### src/core/escfs_defines.vh
// Purpose: constants for the motor fault supervisor
// Assumes: 50 MHz clock, 12-bit measurement and setpoint codes
// Notes: thresholds are module parameters; these are their defaults
`ifndef ESCFS_DEFINES_VH
`define ESCFS_DEFINES_VH
`define ESCFS_CLK_MHZ 50
`define ESCFS_OV_START_LIMIT 12'h0C_80
`define ESCFS_TEMP_LIMIT 12'h05_5A
`define ESCFS_TEMP_SHUTDOWN 12'h07_3A
`define ESCFS_TEMP_HYST 12'h00_50
`define ESCFS_PHASE_I_LIMIT 12'h0A_00
`define ESCFS_BUS_OFF_VALUE 12'h00_10
`define ESCFS_BUS_START_VALUE 12'h00_20
`define ESCFS_PULSE_OFF_US 1040
`define ESCFS_PULSE_START_US 1100
`define ESCFS_PULSE_TIMEOUT_MS 200
`define ESCFS_BUS_TIMEOUT_MS 200
`define ESCFS_COMM_MIN_CYC 20'h0_0100
`define ESCFS_COMM_MAX_CYC 20'hF_0000
`define ESCFS_TONE_HALF_CYC 16'h30_D4
`define ESCFS_ST_INIT 2'h0
`define ESCFS_ST_READY 2'h1
`define ESCFS_ST_RUN 2'h2
`define ESCFS_ST_LOCK 2'h3
`define ESCFS_EV_OV 0
`define ESCFS_EV_OTLIM 1
`define ESCFS_EV_OTOFF 2
`define ESCFS_EV_OC 3
`define ESCFS_EV_STALL 4
`define ESCFS_EV_TIMEOUT 5
`define ESCFS_EV_START 6
`define ESCFS_EV_W 7
`endif

### src/core/escfs_supervisor.v
// Purpose: fault supervisor for one sensorless brushless motor controller
// Assumes: measurements are sampled codes on this clock; setpoint arrives
//          as a pulse line or as bus words flagged by a valid strobe
// Notes: outputs are registered; events pulse and also stay latched
`timescale 1ns/10ps
`include "escfs_defines.vh"
module escfs_supervisor
#(
    parameter [11:0] OV_START_LIMIT = `ESCFS_OV_START_LIMIT,
    parameter [11:0] TEMP_LIMIT = `ESCFS_TEMP_LIMIT,
    parameter [11:0] TEMP_SHUTDOWN = `ESCFS_TEMP_SHUTDOWN,
    parameter [11:0] TEMP_HYST = `ESCFS_TEMP_HYST,
    parameter [11:0] PHASE_I_LIMIT = `ESCFS_PHASE_I_LIMIT,
    parameter [11:0] BUS_OFF_VALUE = `ESCFS_BUS_OFF_VALUE,
    parameter [11:0] BUS_START_VALUE = `ESCFS_BUS_START_VALUE,
    parameter PULSE_OFF_US = `ESCFS_PULSE_OFF_US,
    parameter PULSE_START_US = `ESCFS_PULSE_START_US,
    parameter PULSE_TIMEOUT_MS = `ESCFS_PULSE_TIMEOUT_MS,
    parameter BUS_TIMEOUT_MS = `ESCFS_BUS_TIMEOUT_MS,
    parameter [23:0] PULSE_TIMEOUT_CYC =
        PULSE_TIMEOUT_MS * 1000 * `ESCFS_CLK_MHZ,
    parameter [23:0] BUS_TIMEOUT_CYC = BUS_TIMEOUT_MS * 1000 * `ESCFS_CLK_MHZ,
    parameter [19:0] COMM_MIN_CYC = `ESCFS_COMM_MIN_CYC,
    parameter [19:0] COMM_MAX_CYC = `ESCFS_COMM_MAX_CYC,
    parameter [15:0] TONE_HALF_CYC = `ESCFS_TONE_HALF_CYC
)
(
    // clock and reset
    input wire clock,
    input wire resetn,
    // configuration
    input wire mode_bus,
    // setpoint inputs
    input wire pulse_pin,
    input wire [11:0] bus_setpoint,
    input wire bus_setpoint_valid,
    input wire [11:0] pulse_full_scale_us,
    // measurements
    input wire [11:0] battery_voltage,
    input wire [11:0] stage_temp,
    input wire [11:0] phase_current,
    input wire commutation_tick,
    // motor drive
    output reg [11:0] power_cmd_q,
    output reg drive_enable_q,
    output reg tone_q,
    output reg [1:0] state_q,
    // telemetry
    output reg [6:0] event_pulse_q,
    output reg [6:0] event_latched_q,
    output reg [11:0] telem_voltage_q,
    output reg [11:0] telem_temp_q
);
    localparam [21:0] PULSE_OFF_CYC = PULSE_OFF_US * `ESCFS_CLK_MHZ;
    localparam [21:0] PULSE_START_CYC = PULSE_START_US * `ESCFS_CLK_MHZ;
    localparam [21:0] US_CYC = `ESCFS_CLK_MHZ;

    wire pulse_s;
    escfs_sync u_sync
    (
        .clock(clock),
        .resetn(resetn),
        .din(pulse_pin),
        .dout_q(pulse_s)
    );

    // pulse width measurement
    reg pulse_d1_q;
    reg [21:0] hi_cnt_q;
    reg [21:0] hi_width_q;
    reg pulse_done_q;
    always @(posedge clock or negedge resetn)
    begin
        if (!resetn)
        begin
            pulse_d1_q <= 1'b0;
            hi_cnt_q <= 22'h00_0000;
            hi_width_q <= 22'h00_0000;
            pulse_done_q <= 1'b0;
        end
        else
        begin
            pulse_d1_q <= pulse_s;
            pulse_done_q <= 1'b0;
            if (pulse_s && hi_cnt_q != 22'h3F_FFFF)
                hi_cnt_q <= hi_cnt_q + 22'h00_0001;
            if (pulse_d1_q && !pulse_s)
            begin
                hi_width_q <= hi_cnt_q;
                hi_cnt_q <= 22'h00_0000;
                pulse_done_q <= 1'b1;
            end
        end
    end

    // setpoint as 12-bit code; pulse width minus off time, scaled by us
    wire [21:0] pulse_above =
        (hi_width_q > PULSE_OFF_CYC) ? hi_width_q - PULSE_OFF_CYC : 22'h0;
    wire [21:0] pulse_us = pulse_above / US_CYC;
    wire [21:0] pulse_code = (pulse_us * 22'h00_0FFF) /
        {10'h000, (pulse_full_scale_us == 12'h000) ? 12'h001 :
        pulse_full_scale_us};
    wire [11:0] pulse_sp =
        (pulse_code > 22'h00_0FFF) ? 12'hFFF : pulse_code[11:0];
    wire new_sp = mode_bus ? bus_setpoint_valid : pulse_done_q;
    wire [11:0] sp_now = mode_bus ? bus_setpoint : pulse_sp;
    wire sp_off = mode_bus ? (bus_setpoint < BUS_OFF_VALUE) :
        (hi_width_q < PULSE_OFF_CYC);
    wire sp_start = mode_bus ? (bus_setpoint > BUS_START_VALUE) :
        (hi_width_q > PULSE_START_CYC);

    // setpoint timeout per active mode
    reg [23:0] to_cnt_q;
    reg timed_out_q;
    wire [23:0] to_lim = mode_bus ? BUS_TIMEOUT_CYC : PULSE_TIMEOUT_CYC;
    always @(posedge clock or negedge resetn)
    begin
        if (!resetn)
        begin
            to_cnt_q <= 24'h00_0000;
            timed_out_q <= 1'b0;
        end
        else if (new_sp)
        begin
            to_cnt_q <= 24'h00_0000;
            timed_out_q <= 1'b0;
        end
        else if (to_cnt_q >= to_lim)
            timed_out_q <= 1'b1;
        else
            to_cnt_q <= to_cnt_q + 24'h00_0001;
    end

    // commutation interval check
    reg [19:0] comm_cnt_q;
    reg stall_evt;
    always @(posedge clock or negedge resetn)
    begin
        if (!resetn)
            comm_cnt_q <= 20'h0_0000;
        else if (state_q != `ESCFS_ST_RUN || commutation_tick)
            comm_cnt_q <= 20'h0_0000;
        else if (comm_cnt_q != 20'hF_FFFF)
            comm_cnt_q <= comm_cnt_q + 20'h0_0001;
    end
    always @*
    begin
        stall_evt = 1'b0;
        if (state_q == `ESCFS_ST_RUN)
        begin
            if (commutation_tick && comm_cnt_q < COMM_MIN_CYC)
                stall_evt = 1'b1;
            if (comm_cnt_q >= COMM_MAX_CYC)
                stall_evt = 1'b1;
        end
    end

    // temperature limitation with hysteresis
    reg ot_lim_q;
    wire [12:0] rel_point = {1'b0, TEMP_LIMIT} - {1'b0, TEMP_HYST};
    wire below_rel = rel_point[12] ? 1'b0 : (stage_temp < rel_point[11:0]);
    wire ot_hot = stage_temp > TEMP_SHUTDOWN;
    always @(posedge clock or negedge resetn)
    begin
        if (!resetn)
            ot_lim_q <= 1'b0;
        else if (stage_temp > TEMP_LIMIT)
            ot_lim_q <= 1'b1;
        else if (below_rel)
            ot_lim_q <= 1'b0;
    end

    // supervisor state machine
    reg [1:0] state_d;
    reg lock_ot_q;
    reg lock_ot_d;
    reg started_q;
    reg refused_start;
    reg ov_block;
    always @*
    begin
        state_d = state_q;
        lock_ot_d = lock_ot_q;
        refused_start = 1'b0;
        ov_block = 1'b0;
        case (state_q)
            `ESCFS_ST_INIT:
            begin
                if (new_sp && sp_start)
                    refused_start = 1'b1;
                else if (new_sp && sp_off)
                    state_d = `ESCFS_ST_READY;
            end
            `ESCFS_ST_READY:
            begin
                ov_block = !started_q &&
                    (battery_voltage > OV_START_LIMIT);
                if (new_sp && !sp_off && !timed_out_q)
                begin
                    if (ov_block)
                        refused_start = 1'b1;
                    else
                        state_d = `ESCFS_ST_RUN;
                end
            end
            `ESCFS_ST_RUN:
            begin
                // voltage is not looked at here
                if (ot_hot)
                begin
                    state_d = `ESCFS_ST_LOCK;
                    lock_ot_d = 1'b1;
                end
                else if (stall_evt)
                begin
                    state_d = `ESCFS_ST_LOCK;
                    lock_ot_d = 1'b0;
                end
                else if (timed_out_q || (new_sp && sp_off))
                    state_d = `ESCFS_ST_READY;
            end
            `ESCFS_ST_LOCK:
            begin
                if (new_sp && sp_off && !(lock_ot_q && ot_hot))
                begin
                    state_d = `ESCFS_ST_READY;
                    lock_ot_d = 1'b0;
                end
            end
            default:
                state_d = `ESCFS_ST_INIT;
        endcase
    end

    // events, overcurrent never changes state
    wire oc_now = phase_current > PHASE_I_LIMIT;
    wire [6:0] ev_now;
    assign ev_now[`ESCFS_EV_OV] = refused_start && state_q == `ESCFS_ST_READY;
    assign ev_now[`ESCFS_EV_OTLIM] = ot_lim_q && state_q == `ESCFS_ST_RUN;
    assign ev_now[`ESCFS_EV_OTOFF] = ot_hot && state_q == `ESCFS_ST_RUN;
    assign ev_now[`ESCFS_EV_OC] = oc_now && state_q == `ESCFS_ST_RUN;
    assign ev_now[`ESCFS_EV_STALL] = stall_evt && !ot_hot;
    assign ev_now[`ESCFS_EV_TIMEOUT] = timed_out_q &&
        state_q == `ESCFS_ST_RUN;
    assign ev_now[`ESCFS_EV_START] = refused_start &&
        state_q == `ESCFS_ST_INIT;

    // power shaping: halve for temperature, step down for overcurrent
    reg [11:0] oc_scale_q;
    reg [11:0] sp_hold_q;
    wire [11:0] sp_req = new_sp ? sp_now : sp_hold_q;
    wire [11:0] sp_half = ot_lim_q ? {1'b0, sp_req[11:1]} : sp_req;
    wire [23:0] sp_scaled = sp_half * oc_scale_q;
    reg [15:0] tone_cnt_q;
    always @(posedge clock or negedge resetn)
    begin
        if (!resetn)
        begin
            state_q <= `ESCFS_ST_INIT;
            lock_ot_q <= 1'b0;
            started_q <= 1'b0;
            oc_scale_q <= 12'hFFF;
            sp_hold_q <= 12'h000;
            power_cmd_q <= 12'h000;
            drive_enable_q <= 1'b0;
            tone_q <= 1'b0;
            tone_cnt_q <= 16'h0000;
            event_pulse_q <= 7'h00;
            event_latched_q <= 7'h00;
            telem_voltage_q <= 12'h000;
            telem_temp_q <= 12'h000;
        end
        else
        begin
            state_q <= state_d;
            lock_ot_q <= lock_ot_d;
            if (state_q == `ESCFS_ST_RUN)
                started_q <= 1'b1;
            if (oc_now && oc_scale_q != 12'h000)
                oc_scale_q <= oc_scale_q - 12'h001;
            else if (!oc_now && oc_scale_q != 12'hFFF)
                oc_scale_q <= oc_scale_q + 12'h001;
            if (new_sp)
                sp_hold_q <= sp_now;
            if (state_d == `ESCFS_ST_RUN)
            begin
                drive_enable_q <= 1'b1;
                power_cmd_q <= sp_scaled[23:12];
            end
            else
            begin
                drive_enable_q <= 1'b0;
                power_cmd_q <= 12'h000;
            end
            if (state_q == `ESCFS_ST_LOCK && lock_ot_q)
            begin
                if (tone_cnt_q >= TONE_HALF_CYC)
                begin
                    tone_cnt_q <= 16'h0000;
                    tone_q <= !tone_q;
                end
                else
                    tone_cnt_q <= tone_cnt_q + 16'h0001;
            end
            else
            begin
                tone_cnt_q <= 16'h0000;
                tone_q <= 1'b0;
            end
            event_pulse_q <= ev_now;
            event_latched_q <= event_latched_q | ev_now;
            telem_voltage_q <= battery_voltage;
            telem_temp_q <= stage_temp;
        end
    end
endmodule // escfs_supervisor

### src/core/escfs_sync.v
// Purpose: three-stage synchroniser for a pin level
// Assumes: one clock domain
// Notes: change accepted once stages two and three agree
`timescale 1ns/10ps
`include "escfs_defines.vh"
module escfs_sync
(
    // clock and reset
    input wire clock,
    input wire resetn,
    // level in and out
    input wire din,
    output reg dout_q
);
    reg s1_q;
    reg s2_q;
    reg s3_q;
    always @(posedge clock or negedge resetn)
    begin
        if (!resetn)
        begin
            s1_q <= 1'b0;
            s2_q <= 1'b0;
            s3_q <= 1'b0;
            dout_q <= 1'b0;
        end
        else
        begin
            s1_q <= din;
            s2_q <= s1_q;
            s3_q <= s2_q;
            if (s2_q == s3_q)
                dout_q <= s3_q;
        end
    end
endmodule // escfs_sync

### config.mk
export PLATFORM = sky130hd
export DESIGN_NAME = escfs_supervisor
export DESIGN_NICKNAME = d
export VERILOG_FILES = /design/src/core/escfs_supervisor.v /design/src/core/escfs_sync.v
export VERILOG_INCLUDE_DIRS = /design/src /design/src/core
export SDC_FILE = /design/constraint.sdc
export NUM_CORES = 2
export LEC_CHECK = 0
export BUFFER_PORTS_ARGS = -buffer_cell sky130_fd_sc_hd__buf_2
export CAP_MARGIN = 20
export CORE_MARGIN = 2
export CORE_UTILIZATION = 45
export DETAILED_ROUTE_END_ITERATION = 10
export GPL_TIMING_DRIVEN = 0
export PLACE_DENSITY = 0.64
export SYNTH_ARGS = -nofsm -noshare
export SYNTH_HDL_FRONTEND = slang
export SYNTH_SLANG_ARGS = --single-unit
### constraint.sdc
create_clock -name clock -period 93.1 [get_ports clock]
set_input_delay 18.62 -clock clock [delete_from_list [all_inputs] [get_ports clock]]
set_output_delay 18.62 -clock clock [all_outputs]
set_load 0.03 [all_outputs]
==> reports/metrics.yaml <==
cpMaxStageDelayCell: "sky130_fd_sc_hd__fa_1"
timing.critical_path.fanout_max: 19
drv.max_cap_violation_count: 0
vias: 28000
outcome: "complete, no violations"
report.final.slew_viol_count: 0
globalRouteTotalUtil_pct: 22.6
slew-limit-headroom_pct: 23.3
layout_min_cycle_time_ns: 87.82
root_buffer: "sky130_fd_sc_hd__clkbuf_16"
max_freq_mhz: 11.4
cp_max_stage_delay_ns: 0.58
timing.rr.end: "power_cmd_q[11]$_DFF_PN0_"
drt_iter0_markers: 1587
ys.flop_type: "sky130_fd_sc_hd__dfrtp_1"
synth.top_cell.area_share_pct: 14.6
area_of_the_die_sq_um: 70600
number_of_nets_in_the_final_layout: 4569
postLayoutSetupSlackWorst_ns: 5.28
ant_nets: 0
grt_pass1_wl_um: 134000
tritoncts: "built"
clock_insertion_delay_at_the_later_pin_of_the_skew_report_ns: 0.45
portion_of_the_post_synthesis_area_used_by_sequential_elements_pct: 15.6
core_region_area_sq_um: 67500
cp_num_cells: 345
fin_hold_ws_ns: 0.350
detail_route.wirelength_um: 79500
syn_to_final_growth_pct: 9.08
yosys_register_bits: 192
worst_slew_pin_slew_ns: 1.14
hold_path_class: "flop to flop"
postSynthCellCount: 3840
clk_path_buf_depth: 2
synth-edff-count: 0
placed_area_sq_um: 32600
antenna_violations_before_repair: 6
clock-sinks: 192
netlist_top_cells_area: "sky130_fd_sc_hd__dfrtp_1 (15%), sky130_fd_sc_hd__ha_1 (13%), sky130_fd_sc_hd__fa_1 (13%), sky130_fd_sc_hd__nand2_1 (5.2%), sky130_fd_sc_hd__inv_1 (4.0%)"
final.period_utilization_pct: 94.3
via_per_inst: 5.73
min_from: "u_sync.s1_q$_DFF_PN0_"
routed_wire_length_per_instance_um: 16.3
cts-buffers-inserted: 17
timing.critical_path.to_type: "flop"
largest_net_degree_at_the_start_of_global_routing: 124
dp_slack_ns: -5.96
syn_area_per_cell_sq_um: 8.03
hpwlAfterDp_um: 64900
rr_startpoint: "hi_width_q[5]$_DFFE_PN0P_"
final_area_sq_um: 33600
place.port_buffers: 119
worst_ep_required_time_ns: 93.44
holdBufCountCts: 0
clock-skew-final_ns: 0.00843
critical-path-top-cell-by-count: "sky130_fd_sc_hd__o21a_1"
synth.largest_area_cell: "sky130_fd_sc_hd__dfrtp_1"
post_route_cells_drive_above_1_share_pct: 10.8
cp_top_family: "compound AO/OA/AOI/OAI gates"
setup_viol_count_final: 0
grt_overflow_total: 0
accumulated_negative_setup_slack_ns: 0
first_global_vias: 27000
die_w_um: 266
worstHoldPathCells: 0
synthesis.area_sq_um: 30800
startpoint: "pulse_full_scale_us[9]"
critPathBufInv: 31
critPathLaunchType: "input pin"
finalWeightedCongestion: 0.887
async_reset_ff_share_pct: 100
report.final.hold_viol_count: 0
critPathArrivalTime_ns: 88.16
die-height_um: 266
detail_route.drc_violations: 0
ctsHtreeMaxLevel: 4
worstRegToRegCells: 401
cts.clk_slew.worst_paths_ns: 0.07
min_to: "u_sync.s2_q$_DFF_PN0_"
critical_path_class: "input pin to flop"
yosys_warns: 0
rows: 95
initial_utilization_pct: 45.7
synth.lib_cells_used.distinct: 129
rrSetupSlack_ns: 7.09
floorplan.io_pins: 120
drt_pre_antenna_iters: 5
==> worst max path at each step <==
stage / to / slack [ns]
3_5_place_dp: power_cmd_q[11]$_DFF_PN0_ / -5.96
6_report: power_cmd_q[11]$_DFF_PN0_ / 5.28
4_1_cts: power_cmd_q[11]$_DFF_PN0_ / 0.07
5_1_grt: power_cmd_q[11]$_DFF_PN0_ / -0.15
3_3_place_gp: power_cmd_q[11]$_DFF_PN0_ / -5.83
2_1_floorplan: power_cmd_q[11]$_DFF_PN0_ / 8.64
==> cell usage after synthesis (26+ instances only) <==
cell type and n:
sky130_fd_sc_hd__a211oi_1 26, sky130_fd_sc_hd__a21o_1 51, sky130_fd_sc_hd__a21oi_1 175, sky130_fd_sc_hd__and2_1 83, sky130_fd_sc_hd__and3_1 39, sky130_fd_sc_hd__clkbuf_1 102
sky130_fd_sc_hd__dfrtp_1 180, sky130_fd_sc_hd__fa_1 193, sky130_fd_sc_hd__ha_1 311, sky130_fd_sc_hd__inv_1 332, sky130_fd_sc_hd__mux2_2 46, sky130_fd_sc_hd__mux2i_1 32
sky130_fd_sc_hd__nand2_1 425, sky130_fd_sc_hd__nand2b_1 41, sky130_fd_sc_hd__nand3_1 81, sky130_fd_sc_hd__nand4_1 30, sky130_fd_sc_hd__nor2_1 320, sky130_fd_sc_hd__nor2b_1 33
sky130_fd_sc_hd__nor3_1 198, sky130_fd_sc_hd__nor4_1 33, sky130_fd_sc_hd__o211ai_1 32, sky130_fd_sc_hd__o21a_1 161, sky130_fd_sc_hd__o21ai_0 167, sky130_fd_sc_hd__o21bai_1 27
sky130_fd_sc_hd__o31ai_1 66, sky130_fd_sc_hd__or2_2 37, sky130_fd_sc_hd__or3_1 48, sky130_fd_sc_hd__xnor2_1 103, sky130_fd_sc_hd__xor2_1 64
==> layout make-up <==
class / count / area, sq um
Antenna cell: 2 / 5.00
Buffer: 117 / 528
Clock buffer: 19 / 433
Clock inverter: 12 / 124
Fill cell: 6609 / 33900
Inverter: 335 / 1270
Multi-Input combinational cell: 3191 / 24500
Sequential cell: 192 / 4820
Tap cell: 873 / 1090
Timing Repair Buffer: 144 / 808
Timing Repair inverter: 1 / 5.00
==> worst reg2reg max path: cells and delay by family (launching register included) <==
kind / cells / cell delay, ns
AOI/OAI and AO/OA: 233 / 47.14
xor gates and xnor gates: 4 / 1.18
adders and majority gates: 36 / 12.14
buffers and inverters: 37 / 6.48
DFF: 1 / 0.48
muxes: 13 / 4.22
and+or+nand+nor: 78 / 14.27
==> cells in the final DEF, fill, tap and decap left out, drive strengths merged, types with 39 or more instances in the layout <==
| cell | synthesis | routed |
|---|---|---|
| nand2b | 41 | 41 |
| o21a | 162 | 162 |
| nor2 | 321 | 321 |
| o31ai | 70 | 70 |
| inv | 333 | 337 |
| or3 | 48 | 48 |
| xor2 | 65 | 65 |
| and2 | 84 | 84 |
| a21o | 51 | 52 |
| clkbuf | 103 | 108 |
| ha | 311 | 311 |
| dfrtp | 180 | 180 |
| nand2 | 425 | 425 |
| xnor2 | 107 | 107 |
| and3 | 39 | 39 |
| o21ai | 193 | 193 |
| nor3 | 202 | 202 |
| mux2 | 48 | 48 |
| fa | 193 | 193 |
| nand3 | 82 | 82 |
| buf | 21 | 172 |
| or2 | 44 | 44 |
| a21oi | 178 | 178 |
==> stage by stage <==
stage | cells | utilization (%)
after detailed placement | 4836 | 48.2
after floorplan | 3841 | -
after CTS | 4866 | 49.2
after global routing | 4884 | 49.8
final | 4886 | 49.8
after global placement | 4833 | 48.2
==> cells by family after synthesis <==
group / Yosys count / synth area share (%)
simple gates: 1441 / 22.7
compound gates: 986 / 22.8
xor+xnor: 172 / 5.12
flops: 192 / 15.6
buf+inv: 459 / 5.69
mux: 81 / 2.84
other cells: 1 / 0.0122
fa+ha+maj: 508 / 25.3
==> repair_timing <==
action	in CTS	in global routing
endpoints found under the setup margin	12	13
endpoints found under the hold margin	0	0
cloned	1	1
pin swaps	1	10
resized for setup	39	97
setup buffers	1	20
==> layer usage <==
metal | global-route usage, % | routed length, um | part of all wire, %
met5 | 0 | 43 | 0.054
met4 | 4.71 | 1210 | 1.5
met3 | 2.49 | 3390 | 4.3
met2 | 37.5 | 36800 | 46
met1 | 31.7 | 38100 | 48
==> flip-flops by register name, indices dropped and copies added, names as in the netlist, 12 cells and up <==
name / cells
oc_scale_q: 12
tone_cnt_q: 16
hi_width_q: 22
to_cnt_q: 24
comm_cnt_q: 20
sp_hold_q: 12
power_cmd_q: 12
telem_temp_q: 12
telem_voltage_q: 12
hi_cnt_q: 22
Power is left out: the tool's default activity adds up to more than one toggle a clock period on the data nets, which glitch-free logic cannot reach.
